`src/shared/fpi_pkg.sv`:
```
package fpi_pkg;

  // ****************************************************************
  // Register map.
  // ****************************************************************
  localparam logic [19:0] CFG_ADDR    = 20'h2_4a00;
  localparam logic [19:0] STAT_ADDR   = 20'h2_4a04;
  localparam logic [19:0] IEVT_ADDR   = 20'h2_4a08;
  localparam logic [19:0] IMSK_ADDR   = 20'h2_4a0c;
  localparam logic [19:0] ECTL_ADDR   = 20'h2_4a10;

  // ****************************************************************
  // Configuration field positions (bit 0 is the least significant).
  // ****************************************************************
  localparam int GAP_LSB  = 16;
  localparam int GAP_MSB  = 23;
  localparam int RRST_BIT = 15;
  localparam int TRST_BIT = 14;
  localparam int RXE_BIT  = 13;
  localparam int TXE_BIT  = 12;
  localparam int LPB_BIT  = 8;
  localparam int RFCE_BIT = 7;
  localparam int TFCE_BIT = 6;
  localparam int FFC_BIT  = 5;
  localparam int CAPP_BIT = 4;
  localparam int CCHK_BIT = 3;
  localparam int SIGNALING_MODE_LSB = 0;
  localparam int SIGNALING_MODE_MSB = 1;
  localparam logic [31:0] CFG_MASK  = 32'h00ff_f1fb;
  localparam logic [31:0] CFG_RESET = 32'h0000_00c0;

  localparam logic [1:0] SIGNALING_MODE_GMII = 2'h0;
  localparam logic [1:0] SIGNALING_MODE_ENC  = 2'h1;

  // ****************************************************************
  // Event bits.
  // ****************************************************************
  localparam int EV_TXDONE = 0;
  localparam int EV_RXDONE = 1;
  localparam int EV_CRCERR = 2;
  localparam int EV_UNDER  = 3;
  localparam int NUM_EV    = 4;

  localparam logic [31:0] CRC_INIT    = 32'hffff_ffff;
  localparam logic [31:0] CRC_POLY    = 32'hedb8_8320;
  localparam logic [31:0] CRC_RESIDUE = 32'hdebb_20e3;

  typedef enum logic [2:0] {
    TX_IDLE, TX_DATA, TX_CRC, TX_GAP
  } fpi_tx_state_t;

endpackage

```
`src/rtl/fpi_top.sv`:
```
// Added by the designer: register access over APB.
module fpi_top (
  input  wire logic        clk,
  input  wire logic        arst_n,
  input  wire logic        ce,
  input  wire logic [31:0] paddr,
  input  wire logic        psel,
  input  wire logic        penable,
  input  wire logic        pwrite,
  input  wire logic [31:0] pwdata,
  output logic [31:0]      prdata,
  output logic             pready,
  output logic             pslverr,
  output logic             irq,
  input  wire logic        dma_tx_valid,
  input  wire logic [7:0]  dma_tx_data,
  input  wire logic        dma_tx_last,
  input  wire logic        dma_tx_crc_req,
  output logic             dma_tx_ready,
  input  wire logic        dma_rx_pause_need,
  output logic             dma_rx_valid,
  output logic [7:0]       dma_rx_data,
  output logic             dma_rx_last,
  output logic             dma_rx_crc_error,
  output logic [7:0]       fifo_txd,
  output logic             fifo_tx_en,
  output logic             fifo_tx_er,
  input  wire logic [7:0]  fifo_rxd,
  input  wire logic        fifo_rx_dv,
  input  wire logic        fifo_rx_er,
  output logic             receive_flow_ctrl_signal
);

  // ****************************************************************
  // Reset synchroniser.
  // ****************************************************************
  logic rst_meta_q;
  logic rst_n_q;
  always_ff @(posedge clk or negedge arst_n) begin
    if (!arst_n) begin
      rst_meta_q <= 1'b0;
      rst_n_q    <= 1'b0;
    end else begin
      rst_meta_q <= 1'b1;
      rst_n_q    <= rst_meta_q;
    end
  end

  function automatic logic [31:0] crc_byte(input logic [31:0] c,
                                           input logic [7:0]  d);
    logic [31:0] r;
    r = c ^ {24'h00_0000, d};
    for (int i = 0; i < 8; i++) begin
      r = r[0] ? ((r >> 1) ^ fpi_pkg::CRC_POLY) : (r >> 1);
    end
    return r;
  endfunction

  // ****************************************************************
  // APB slave and registers.
  // ****************************************************************
  logic [31:0] cfg_q;
  logic        fifo_mode_select_q;
  logic [fpi_pkg::NUM_EV-1:0] ev_q;
  logic [fpi_pkg::NUM_EV-1:0] msk_q;
  logic [fpi_pkg::NUM_EV-1:0] ev_set;

  wire acc      = psel && penable && ce;
  wire wr       = acc && pwrite && pready;
  wire [19:0] a = paddr[19:0];
  wire hit_cfg  = (a == fpi_pkg::CFG_ADDR);
  wire hit_stat = (a == fpi_pkg::STAT_ADDR);
  wire hit_evt  = (a == fpi_pkg::IEVT_ADDR);
  wire hit_msk  = (a == fpi_pkg::IMSK_ADDR);
  wire hit_ectl = (a == fpi_pkg::ECTL_ADDR);
  wire hit_any  = (paddr[31:20] == 12'h000) &&
                  (hit_cfg || hit_stat || hit_evt || hit_msk || hit_ectl);

  wire [7:0] gap_cfg  = cfg_q[fpi_pkg::GAP_MSB:fpi_pkg::GAP_LSB];
  wire       rrst     = cfg_q[fpi_pkg::RRST_BIT];
  wire       trst     = cfg_q[fpi_pkg::TRST_BIT];
  wire       fifo_receive_enable      = cfg_q[fpi_pkg::RXE_BIT];
  wire       fifo_transmit_enable      = cfg_q[fpi_pkg::TXE_BIT];
  wire       internal_loopback      = cfg_q[fpi_pkg::LPB_BIT];
  wire       rfce     = cfg_q[fpi_pkg::RFCE_BIT];
  wire       tfce     = cfg_q[fpi_pkg::TFCE_BIT];
  wire       ffc      = cfg_q[fpi_pkg::FFC_BIT];
  wire       capp     = cfg_q[fpi_pkg::CAPP_BIT];
  wire       cchk     = cfg_q[fpi_pkg::CCHK_BIT];
  wire [1:0] signaling_mode     = cfg_q[fpi_pkg::SIGNALING_MODE_MSB:fpi_pkg::SIGNALING_MODE_LSB];
  wire       enc_mode = (signaling_mode == fpi_pkg::SIGNALING_MODE_ENC);
  wire       tx_on    = fifo_mode_select_q && fifo_transmit_enable && !trst;
  wire       rx_on    = fifo_mode_select_q && fifo_receive_enable && !rrst;

  fpi_pkg::fpi_tx_state_t tx_st_q;
  wire [31:0] stat_word = {28'h000_0000, tx_st_q != fpi_pkg::TX_IDLE,
                           receive_flow_ctrl_signal, tx_on, rx_on};

  wire [31:0] rd_word =
    hit_cfg  ? cfg_q :
    hit_stat ? stat_word :
    hit_evt  ? {28'h000_0000, ev_q} :
    hit_msk  ? {28'h000_0000, msk_q} :
    hit_ectl ? {31'h0000_0000, fifo_mode_select_q} : 32'h0000_0000;

  always_ff @(posedge clk or negedge rst_n_q) begin
    if (!rst_n_q) begin
      pready  <= 1'b0;
      prdata  <= 32'h0000_0000;
      pslverr <= 1'b0;
    end else if (ce) begin
      pready  <= psel && penable && !pready;
      prdata  <= rd_word;
      pslverr <= psel && penable && !pready && !hit_any;
    end
  end

  always_ff @(posedge clk or negedge rst_n_q) begin
    if (!rst_n_q) begin
      cfg_q  <= fpi_pkg::CFG_RESET;
      fifo_mode_select_q <= 1'b0;
      msk_q  <= '0;
    end else if (wr && hit_any) begin
      if (hit_cfg) cfg_q <= pwdata & fpi_pkg::CFG_MASK;
      if (hit_ectl) fifo_mode_select_q <= pwdata[0];
      if (hit_msk) msk_q <= pwdata[fpi_pkg::NUM_EV-1:0];
    end
  end

  // Set wins over a write-one clear in the same cycle.
  wire [fpi_pkg::NUM_EV-1:0] ev_clr =
    (wr && hit_evt && hit_any) ? pwdata[fpi_pkg::NUM_EV-1:0] : '0;
  always_ff @(posedge clk or negedge rst_n_q) begin
    if (!rst_n_q) begin
      ev_q <= '0;
      irq  <= 1'b0;
    end else if (ce) begin
      ev_q <= (ev_q & ~ev_clr) | ev_set;
      irq  <= |(((ev_q & ~ev_clr) | ev_set) & msk_q);
    end
  end

  // ****************************************************************
  // Transmitter.
  // ****************************************************************
  logic [31:0] tcrc_q;
  logic [1:0]  tcnt_q;
  logic [7:0]  gcnt_q;
  logic        tadd_q;
  logic [7:0]  ltxd_q;
  logic        ltxv_q;
  logic        tx_done;
  logic        tx_under;

  wire in_data   = (tx_st_q == fpi_pkg::TX_DATA);
  wire take      = tx_on && in_data && dma_tx_valid;
  wire add_crc   = capp || dma_tx_crc_req;
  wire [31:0] tcrc_fin = ~tcrc_q;
  wire [7:0]  crc_out  = tcrc_fin[8*tcnt_q +: 8];
  wire [7:0]  tx_byte  = (tx_st_q == fpi_pkg::TX_CRC) ? crc_out
                                                       : dma_tx_data;
  wire tx_drive = take || (tx_on && tx_st_q == fpi_pkg::TX_CRC);
  // A stall with flow control enabled in the encoded signaling mode is a pause; otherwise, an underrun.
  wire stall_pause = enc_mode && tfce;

  always_ff @(posedge clk or negedge rst_n_q) begin
    if (!rst_n_q) begin
      tx_st_q <= fpi_pkg::TX_IDLE;
      tcrc_q  <= fpi_pkg::CRC_INIT;
      tcnt_q  <= 2'h0;
      gcnt_q  <= 8'h00;
      tadd_q  <= 1'b0;
    end else if (ce) begin
      if (!tx_on) begin
        tx_st_q <= fpi_pkg::TX_IDLE;
        tcrc_q  <= fpi_pkg::CRC_INIT;
      end else begin
        case (tx_st_q)
          fpi_pkg::TX_IDLE: begin
            if (dma_tx_valid) tx_st_q <= fpi_pkg::TX_DATA;
            tcrc_q <= fpi_pkg::CRC_INIT;
          end
          fpi_pkg::TX_DATA: begin
            if (take) begin
              tcrc_q <= crc_byte(tcrc_q, dma_tx_data);
              if (dma_tx_last) begin
                tadd_q  <= add_crc;
                tcnt_q  <= 2'h0;
                gcnt_q  <= gap_cfg;
                tx_st_q <= add_crc ? fpi_pkg::TX_CRC : fpi_pkg::TX_GAP;
              end
            end else if (!stall_pause) begin
              gcnt_q  <= gap_cfg;
              tx_st_q <= fpi_pkg::TX_GAP;
            end
          end
          fpi_pkg::TX_CRC: begin
            tcnt_q <= tcnt_q + 2'h1;
            if (tcnt_q == 2'h3) tx_st_q <= fpi_pkg::TX_GAP;
          end
          fpi_pkg::TX_GAP: begin
            if (gcnt_q <= 8'h01) tx_st_q <= fpi_pkg::TX_IDLE;
            gcnt_q <= gcnt_q - 8'h01;
          end
          default: tx_st_q <= fpi_pkg::TX_IDLE;
        endcase
      end
    end
  end

  assign tx_done  = tx_on && ((take && dma_tx_last && !add_crc) ||
                    (tx_st_q == fpi_pkg::TX_CRC && tcnt_q == 2'h3));
  assign tx_under = tx_on && in_data && !dma_tx_valid && !stall_pause;

  always_ff @(posedge clk or negedge rst_n_q) begin
    if (!rst_n_q) begin
      fifo_txd     <= 8'h00;
      fifo_tx_en   <= 1'b0;
      fifo_tx_er   <= 1'b0;
      ltxd_q       <= 8'h00;
      ltxv_q       <= 1'b0;
      dma_tx_ready <= 1'b0;
    end else if (ce) begin
      dma_tx_ready <= tx_on && (tx_st_q == fpi_pkg::TX_IDLE ||
                      (in_data && !(take && dma_tx_last)));
      fifo_txd     <= (tx_drive && !internal_loopback) ? tx_byte : 8'h00;
      fifo_tx_en   <= tx_drive && !internal_loopback;
      fifo_tx_er   <= tx_under && !internal_loopback;
      ltxd_q       <= tx_byte;
      ltxv_q       <= tx_drive && internal_loopback;
    end
  end

  // ****************************************************************
  // Receiver.
  // ****************************************************************
  logic [31:0] rcrc_q;
  logic [2:0]  rcnt_q;
  logic        rdv_q;
  wire  [7:0]  rx_byte = internal_loopback ? ltxd_q : fifo_rxd;
  wire         rx_dv   = rx_on && (internal_loopback ? ltxv_q : fifo_rx_dv);
  wire         rx_end  = rx_on && rdv_q && !rx_dv;
  wire [31:0]  rcrc_n  = crc_byte(rcrc_q, rx_byte);
  // Short frames cannot hold a CRC and count as errors.
  wire         crc_bad = cchk && ((rcrc_q != fpi_pkg::CRC_RESIDUE) ||
                         (rcnt_q < 3'h4));

  always_ff @(posedge clk or negedge rst_n_q) begin
    if (!rst_n_q) begin
      rcrc_q <= fpi_pkg::CRC_INIT;
      rcnt_q <= 3'h0;
      rdv_q  <= 1'b0;
    end else if (ce) begin
      rdv_q <= rx_dv;
      if (!rx_on || !rx_dv) begin
        rcrc_q <= fpi_pkg::CRC_INIT;
        rcnt_q <= 3'h0;
      end else begin
        rcrc_q <= rcrc_n;
        if (rcnt_q != 3'h7) rcnt_q <= rcnt_q + 3'h1;
      end
    end
  end

  always_ff @(posedge clk or negedge rst_n_q) begin
    if (!rst_n_q) begin
      dma_rx_valid             <= 1'b0;
      dma_rx_data              <= 8'h00;
      dma_rx_last              <= 1'b0;
      dma_rx_crc_error         <= 1'b0;
      receive_flow_ctrl_signal <= 1'b0;
    end else if (ce) begin
      dma_rx_valid     <= rx_dv || rx_end;
      dma_rx_data      <= rx_dv ? rx_byte : 8'h00;
      dma_rx_last      <= rx_end;
      dma_rx_crc_error <= rx_end && crc_bad;
      receive_flow_ctrl_signal <= fifo_mode_select_q && !rrst &&
        ((ffc && enc_mode) || (rfce && dma_rx_pause_need));
    end
  end

  assign ev_set = {tx_under, rx_end && crc_bad, rx_end, tx_done};

  // ****************************************************************
  // Assertions.
  // ****************************************************************
  AST_GAP: assert property (@(posedge clk) disable iff (!rst_n_q)
    ce && tx_on && tx_st_q == fpi_pkg::TX_GAP && gcnt_q > 8'h01 |=>
    tx_st_q == fpi_pkg::TX_GAP) else $error("gap ended early");
  AST_TXOFF: assert property (@(posedge clk) disable iff (!rst_n_q)
    ce && !fifo_transmit_enable |=> !fifo_tx_en) else $error("tx while disabled");
  AST_TRST: assert property (@(posedge clk) disable iff (!rst_n_q)
    ce && trst |=> tx_st_q == fpi_pkg::TX_IDLE) else $error("tx not held");
  AST_RXOFF: assert property (@(posedge clk) disable iff (!rst_n_q)
    ce && !fifo_receive_enable |=> !dma_rx_valid)
    else $error("rx while disabled");
  AST_LPB: assert property (@(posedge clk) disable iff (!rst_n_q)
    ce && internal_loopback |=> !fifo_tx_en) else $error("pins driven in loopback");
  AST_FFC: assert property (@(posedge clk) disable iff (!rst_n_q)
    ce && fifo_mode_select_q && !rrst && ffc && enc_mode |=> receive_flow_ctrl_signal)
    else $error("forced flow control missing");
  AST_RFC: assert property (@(posedge clk) disable iff (!rst_n_q)
    ce && !rfce && !(ffc && enc_mode) |=> !receive_flow_ctrl_signal)
    else $error("flow control while disabled");
  AST_CRCN: assert property (@(posedge clk) disable iff (!rst_n_q)
    ce && take && dma_tx_last && capp |=> tx_st_q == fpi_pkg::TX_CRC)
    else $error("crc not appended");
  AST_SHORT: assert property (@(posedge clk) disable iff (!rst_n_q)
    ce && rx_end && cchk && rcnt_q < 3'h4 |=> dma_rx_crc_error)
    else $error("short frame not flagged");
  AST_FIFO_MODE_SELECT: assert property (@(posedge clk) disable iff (!rst_n_q)
    ce && !fifo_mode_select_q |=> !fifo_tx_en && !rdv_q) else $error("fifo mode off");
  AST_PAUSE: assert property (@(posedge clk) disable iff (!rst_n_q)
    ce && tx_on && in_data && !dma_tx_valid && stall_pause |=>
    tx_st_q == fpi_pkg::TX_DATA && !fifo_tx_er) else $error("no pause");
  AST_UNDER: assert property (@(posedge clk) disable iff (!rst_n_q)
    ce && tx_on && in_data && !dma_tx_valid && !stall_pause && !internal_loopback |=>
    fifo_tx_er) else $error("underrun not flagged");

  COV_TXCRC: cover property (@(posedge clk) tx_st_q == fpi_pkg::TX_CRC);
  COV_RXERR: cover property (@(posedge clk) dma_rx_crc_error);
  COV_LPB: cover property (@(posedge clk) ltxv_q);
  COV_IRQ: cover property (@(posedge clk) irq);

endmodule

```
`config.mk`:
```
export PLATFORM = sky130hd
export DESIGN_NAME = fpi_top
export DESIGN_NICKNAME = d
export VERILOG_FILES = /design/src/shared/fpi_pkg.sv /design/src/rtl/fpi_top.sv
export SDC_FILE = /design/constraint.sdc
export NUM_CORES = 1
export LEC_CHECK = 0
export BUFFER_PORTS_ARGS = -buffer_cell sky130_fd_sc_hd__clkbuf_2
export CAP_MARGIN = 0
export CORE_ASPECT_RATIO = 0.9
export CORE_UTILIZATION = 51
export DETAILED_ROUTE_END_ITERATION = 10
export PLACE_DENSITY = 0.73
export SKIP_CTS_REPAIR_TIMING = 1
export SLEW_MARGIN = 15
export SYNTH_ARGS = -nofsm -noshare
export SYNTH_HDL_FRONTEND = slang
export SYNTH_SLANG_ARGS = --single-unit
```
`constraint.sdc`:
```
create_clock -name clk -period 9.4 [get_ports clk]
set_input_delay 1.88 -clock clk [delete_from_list [all_inputs] [get_ports clk]]
set_output_delay 1.88 -clock clk [all_outputs]
set_load 0.05 [all_outputs]
```
==> qor.csv <==
stage;metric;value;unit
yosys;adder and majority cell fraction of the synthesized area;1.20;%
hold_path;hold crit path type;flip-flop to flip-flop;
placed_design;placer's final routability congestion estimate;0.837;
grt;antenna violations before repair;0;
grt;overall fraction of global-route tracks in use;22.9;%
yosys;flip-flop and latch count after synthesis;167;
floorplanning;die width;145;microns
route;drc violations;0;
floorplanning;full die area;18900;sq um
setup_path;CP Launch Point;ce;
clock_tree;clock root buffer;clkbuf_16;
yosys;synthesized area;9360;sq um
yosys;sequential element share of the synthesized area;45.5;%
grt;largest net degree at the start of global routing;80;
final_layout;diodes inserted;0;
grt;first-pass GRT wire length;33300;microns
placed_design;area of placed instances;10100;sq um
yosys;synthesized-area fraction occupied by ao, oa, aoi and oai cells;13.2;%
timing;Total Neg Setup Slack;0;ps
floorplanning;standard-cell rows;46;
timing;count of pins over their slew limit;0;
timing;count of endpoints failing hold in the final timing report;0;
setup_path;critical path capture point type;flip-flop;
timing;unrepaired setup endpoints after global routing;no;
timing;Setup violations, final;0;
yosys;leading cell types by total area after synthesis;dfrtp_1 27%, dfstp_2 19%, xnor2_1 9.1%;
setup_path;endpoint required time on the critical path;9640;ps
yosys;portion of netlist area occupied by mux cells;9.67;%
route;average routed wire per standard cell;17.0;microns
power;Peak supply drop;0.000129;V
final_layout;final cell area excluding filler cells;10700;sq um
route;Detailed Routing Iterations Pass 1;4;
setup_path;Critical R2R Launch;cfg_q[8]$_DFFE_PN0P_;
route;detailed-route vias per instance;5.48;
flow_run;max-capacitance violation count;0;
timing;worst clock skew;12.3;ps
clock_tree;clock latency on the worst-skew pair;440;ps
floorplanning;number of placed I/O pins;150;
grt;via count of the first global-routing pass;6522;
placed_design;Post-DP HPWL;14200;microns
clock_tree;clock buffer count from CTS;17;
timing;Fmax achieved;226;MHz
final_layout;layout cell share with drive strength beyond 1;32.0;%
route;number of violations reported at the end of detailed-routing iteration 0;360;
yosys;Post-synth EDFFs;0;
yosys;post-synthesis cell type with the largest combined area;dfrtp_1;
setup_path;Critical Setup Path Class;primary input to flip-flop;
clock_tree;Clk pin slew, worst setup/hold paths;60;ps
clock_tree;CTS Sinks;167;
final_layout;layout-stage area growth over the synthesis result;14.3;%
timing;relative max-transition margin;28.8;%
power;leakage power total;4.46;nW
route;number of nets with antenna violations after detailed routing;0;
power;power density relative to cell area;154;nW/um^2
yosys;fraction of synthesized cell area in xor and xnor cells;15.9;%
yosys;Post-Syn Area per Cell;11.2;sq um
setup_path;worst-path fanout max;79;
setup_path;startpoint class of the critical path;primary input;
route;Final Routed Wirelength;20400;microns
placed_design;PortBufs;126;
clock_tree;Max Root-Sink Buffers;2;
yosys;main combinational cell family by area after synthesis;XOR/XNOR gates;
yosys;number of different library cells in the post-synthesis netlist;72;
hold_path;hold path start;rst_meta_q$_DFF_PN0_;
floorplanning;initial core utilization;52.7;%
yosys;asr flop ratio synth;100;%
grt;grt ovf;0;
yosys;ranking of synthesized cells by instance count;101 x dfrtp_1, 97 x xnor2_1, 66 x dfstp_2, 62 x inv_1;
yosys;cell with the most instances after synthesis;dfrtp_1;
timing;final worst-path cycle share;47.1;%
yosys;area share of the largest cell type after synthesis;27.0;%
timing;minimum clock period after layout;4430;ps
timing;Least-Margin Pin Slew;1070;ps
run_status;run status;completed;
floorplanning;Placeable Area;17800;sq um
setup_path;CP arrival;4680;ps
yosys;synth warn;0;
yosys;most used flip-flop cell after synthesis;dfrtp_1;
clock_tree;TritonCTS clock tree;done;
yosys;synthesized netlist cell count;836;
yosys;share of synthesized cell area in and, or, nand and nor gates;8.79;%
floorplanning;Vert. Die Dim;131;microns
clock_tree;Max H-tree Level;4;
final_layout;# nets final;1047;
route;total number of vias;6571;
layout make-up:
cell class / count / area [sq um]
clock inverter: 15 / 165
timing repair buffer: 133 / 686
fill: 1481 / 7080
tap: 240 / 300
clock buffer: 17 / 425
inverter: 63 / 236
sequential: 167 / 4270
multi-input combinational: 564 / 4630
layout by cell type, fill, tap and decap left out, types with 20 or more instances in the layout:
master    synthesis  layout
mux2_4           20      20
xor2_1           20      20
clkbuf_2          0     125
dfrtp_1         101     100
a21oi_1          48      48
inv_1            62      62
nand3_1          31      31
nand2_1          24      24
o22ai_1          22      22
o21ai_0          40      40
nor2_1           48      48
o22a_1           42      42
xnor2_1          97      97
dfstp_2          66      66
routing by layer:
layer,wire [microns],track usage [%],vias to the layer above
li1,-,-,3132
met2,9930,38.1,142
met5,0,0,-
met3,743,4.41,22
met1,9540,31.2,3275
met4,210,5.33,0
power by group:
group	internal, W	switching [W]	leakage, nW	total (W)
Sequential	0.000725	0.00000998	2.07	0.000735
Clock	0.000398	0.000316	0.288	0.000714
Combinational	0.0000870	0.000116	2.11	0.000203
Total	0.00121	0.000442	4.46	0.00165
logic make-up after synthesis:
kind of cell,count (synthesis)
AO/OA/AOI/OAI,186
AND/OR/NAND/NOR,158
multiplexers,61
adder cells (fa/ha/maj),9
XOR/XNOR,138
other,2
buffers and inverters,115
flip-flops,167
path summary, 6_finish.rpt:
check	endpoint	slack, ps	cells past startpoint
min	rst_n_q$_DFF_PN0_	350	0
max in group asynchronous	fifo_txd[3]$_DFFE_PN0P_	7780	1
max reg2reg	rcrc_q[24]$_DFFE_PN1P_	6390	6
min reg2reg	rst_n_q$_DFF_PN0_	350	0
min in group asynchronous	prdata[0]$_DFFE_PN0P_	450	0
max	irq$_DFFE_PN0P_	4970	8
stage by stage:
stage / std cells / util, % / power, W / setup slack [ps] / hold WS (ps)
6_report: 1199 / 60.2 / 0.00165 / 4970 / 351
4_1_cts: 1199 / 60.2 / 0.00166 / 5000 / 355
5_1_grt: 1199 / 60.2 / 0.00171 / 4730 / 369
3_3_place_gp: 1167 / 56.9 / 0.000949 / 4670 / 338
3_5_place_dp: 1167 / 56.9 / 0.000951 / 4640 / 343
2_1_floorplan: 846 / - / 0.000904 / 4520 / 331
critical path, stage by stage:
cell	delay [ps]
buf_4	380
buf_4	780
nand3_1	170
or2_2	360
nor3b_1	470
and2_1	280
a311o_1	190
a41oi_1	120
flip-flops by register name, summed over array words and instances (netlist names), 2 cells and up:
signal / count
msk_q: 4
tx_st_q: 2
prdata: 21
rcrc_q: 32
tcnt_q: 2
cfg_q: 20
dma_rx_data: 8
fifo_txd: 8
rcnt_q: 3
gcnt_q: 8
ltxd_q: 8
ev_q: 4
tcrc_q: 32
No activity file was read; power rests on OpenSTA's default activity.
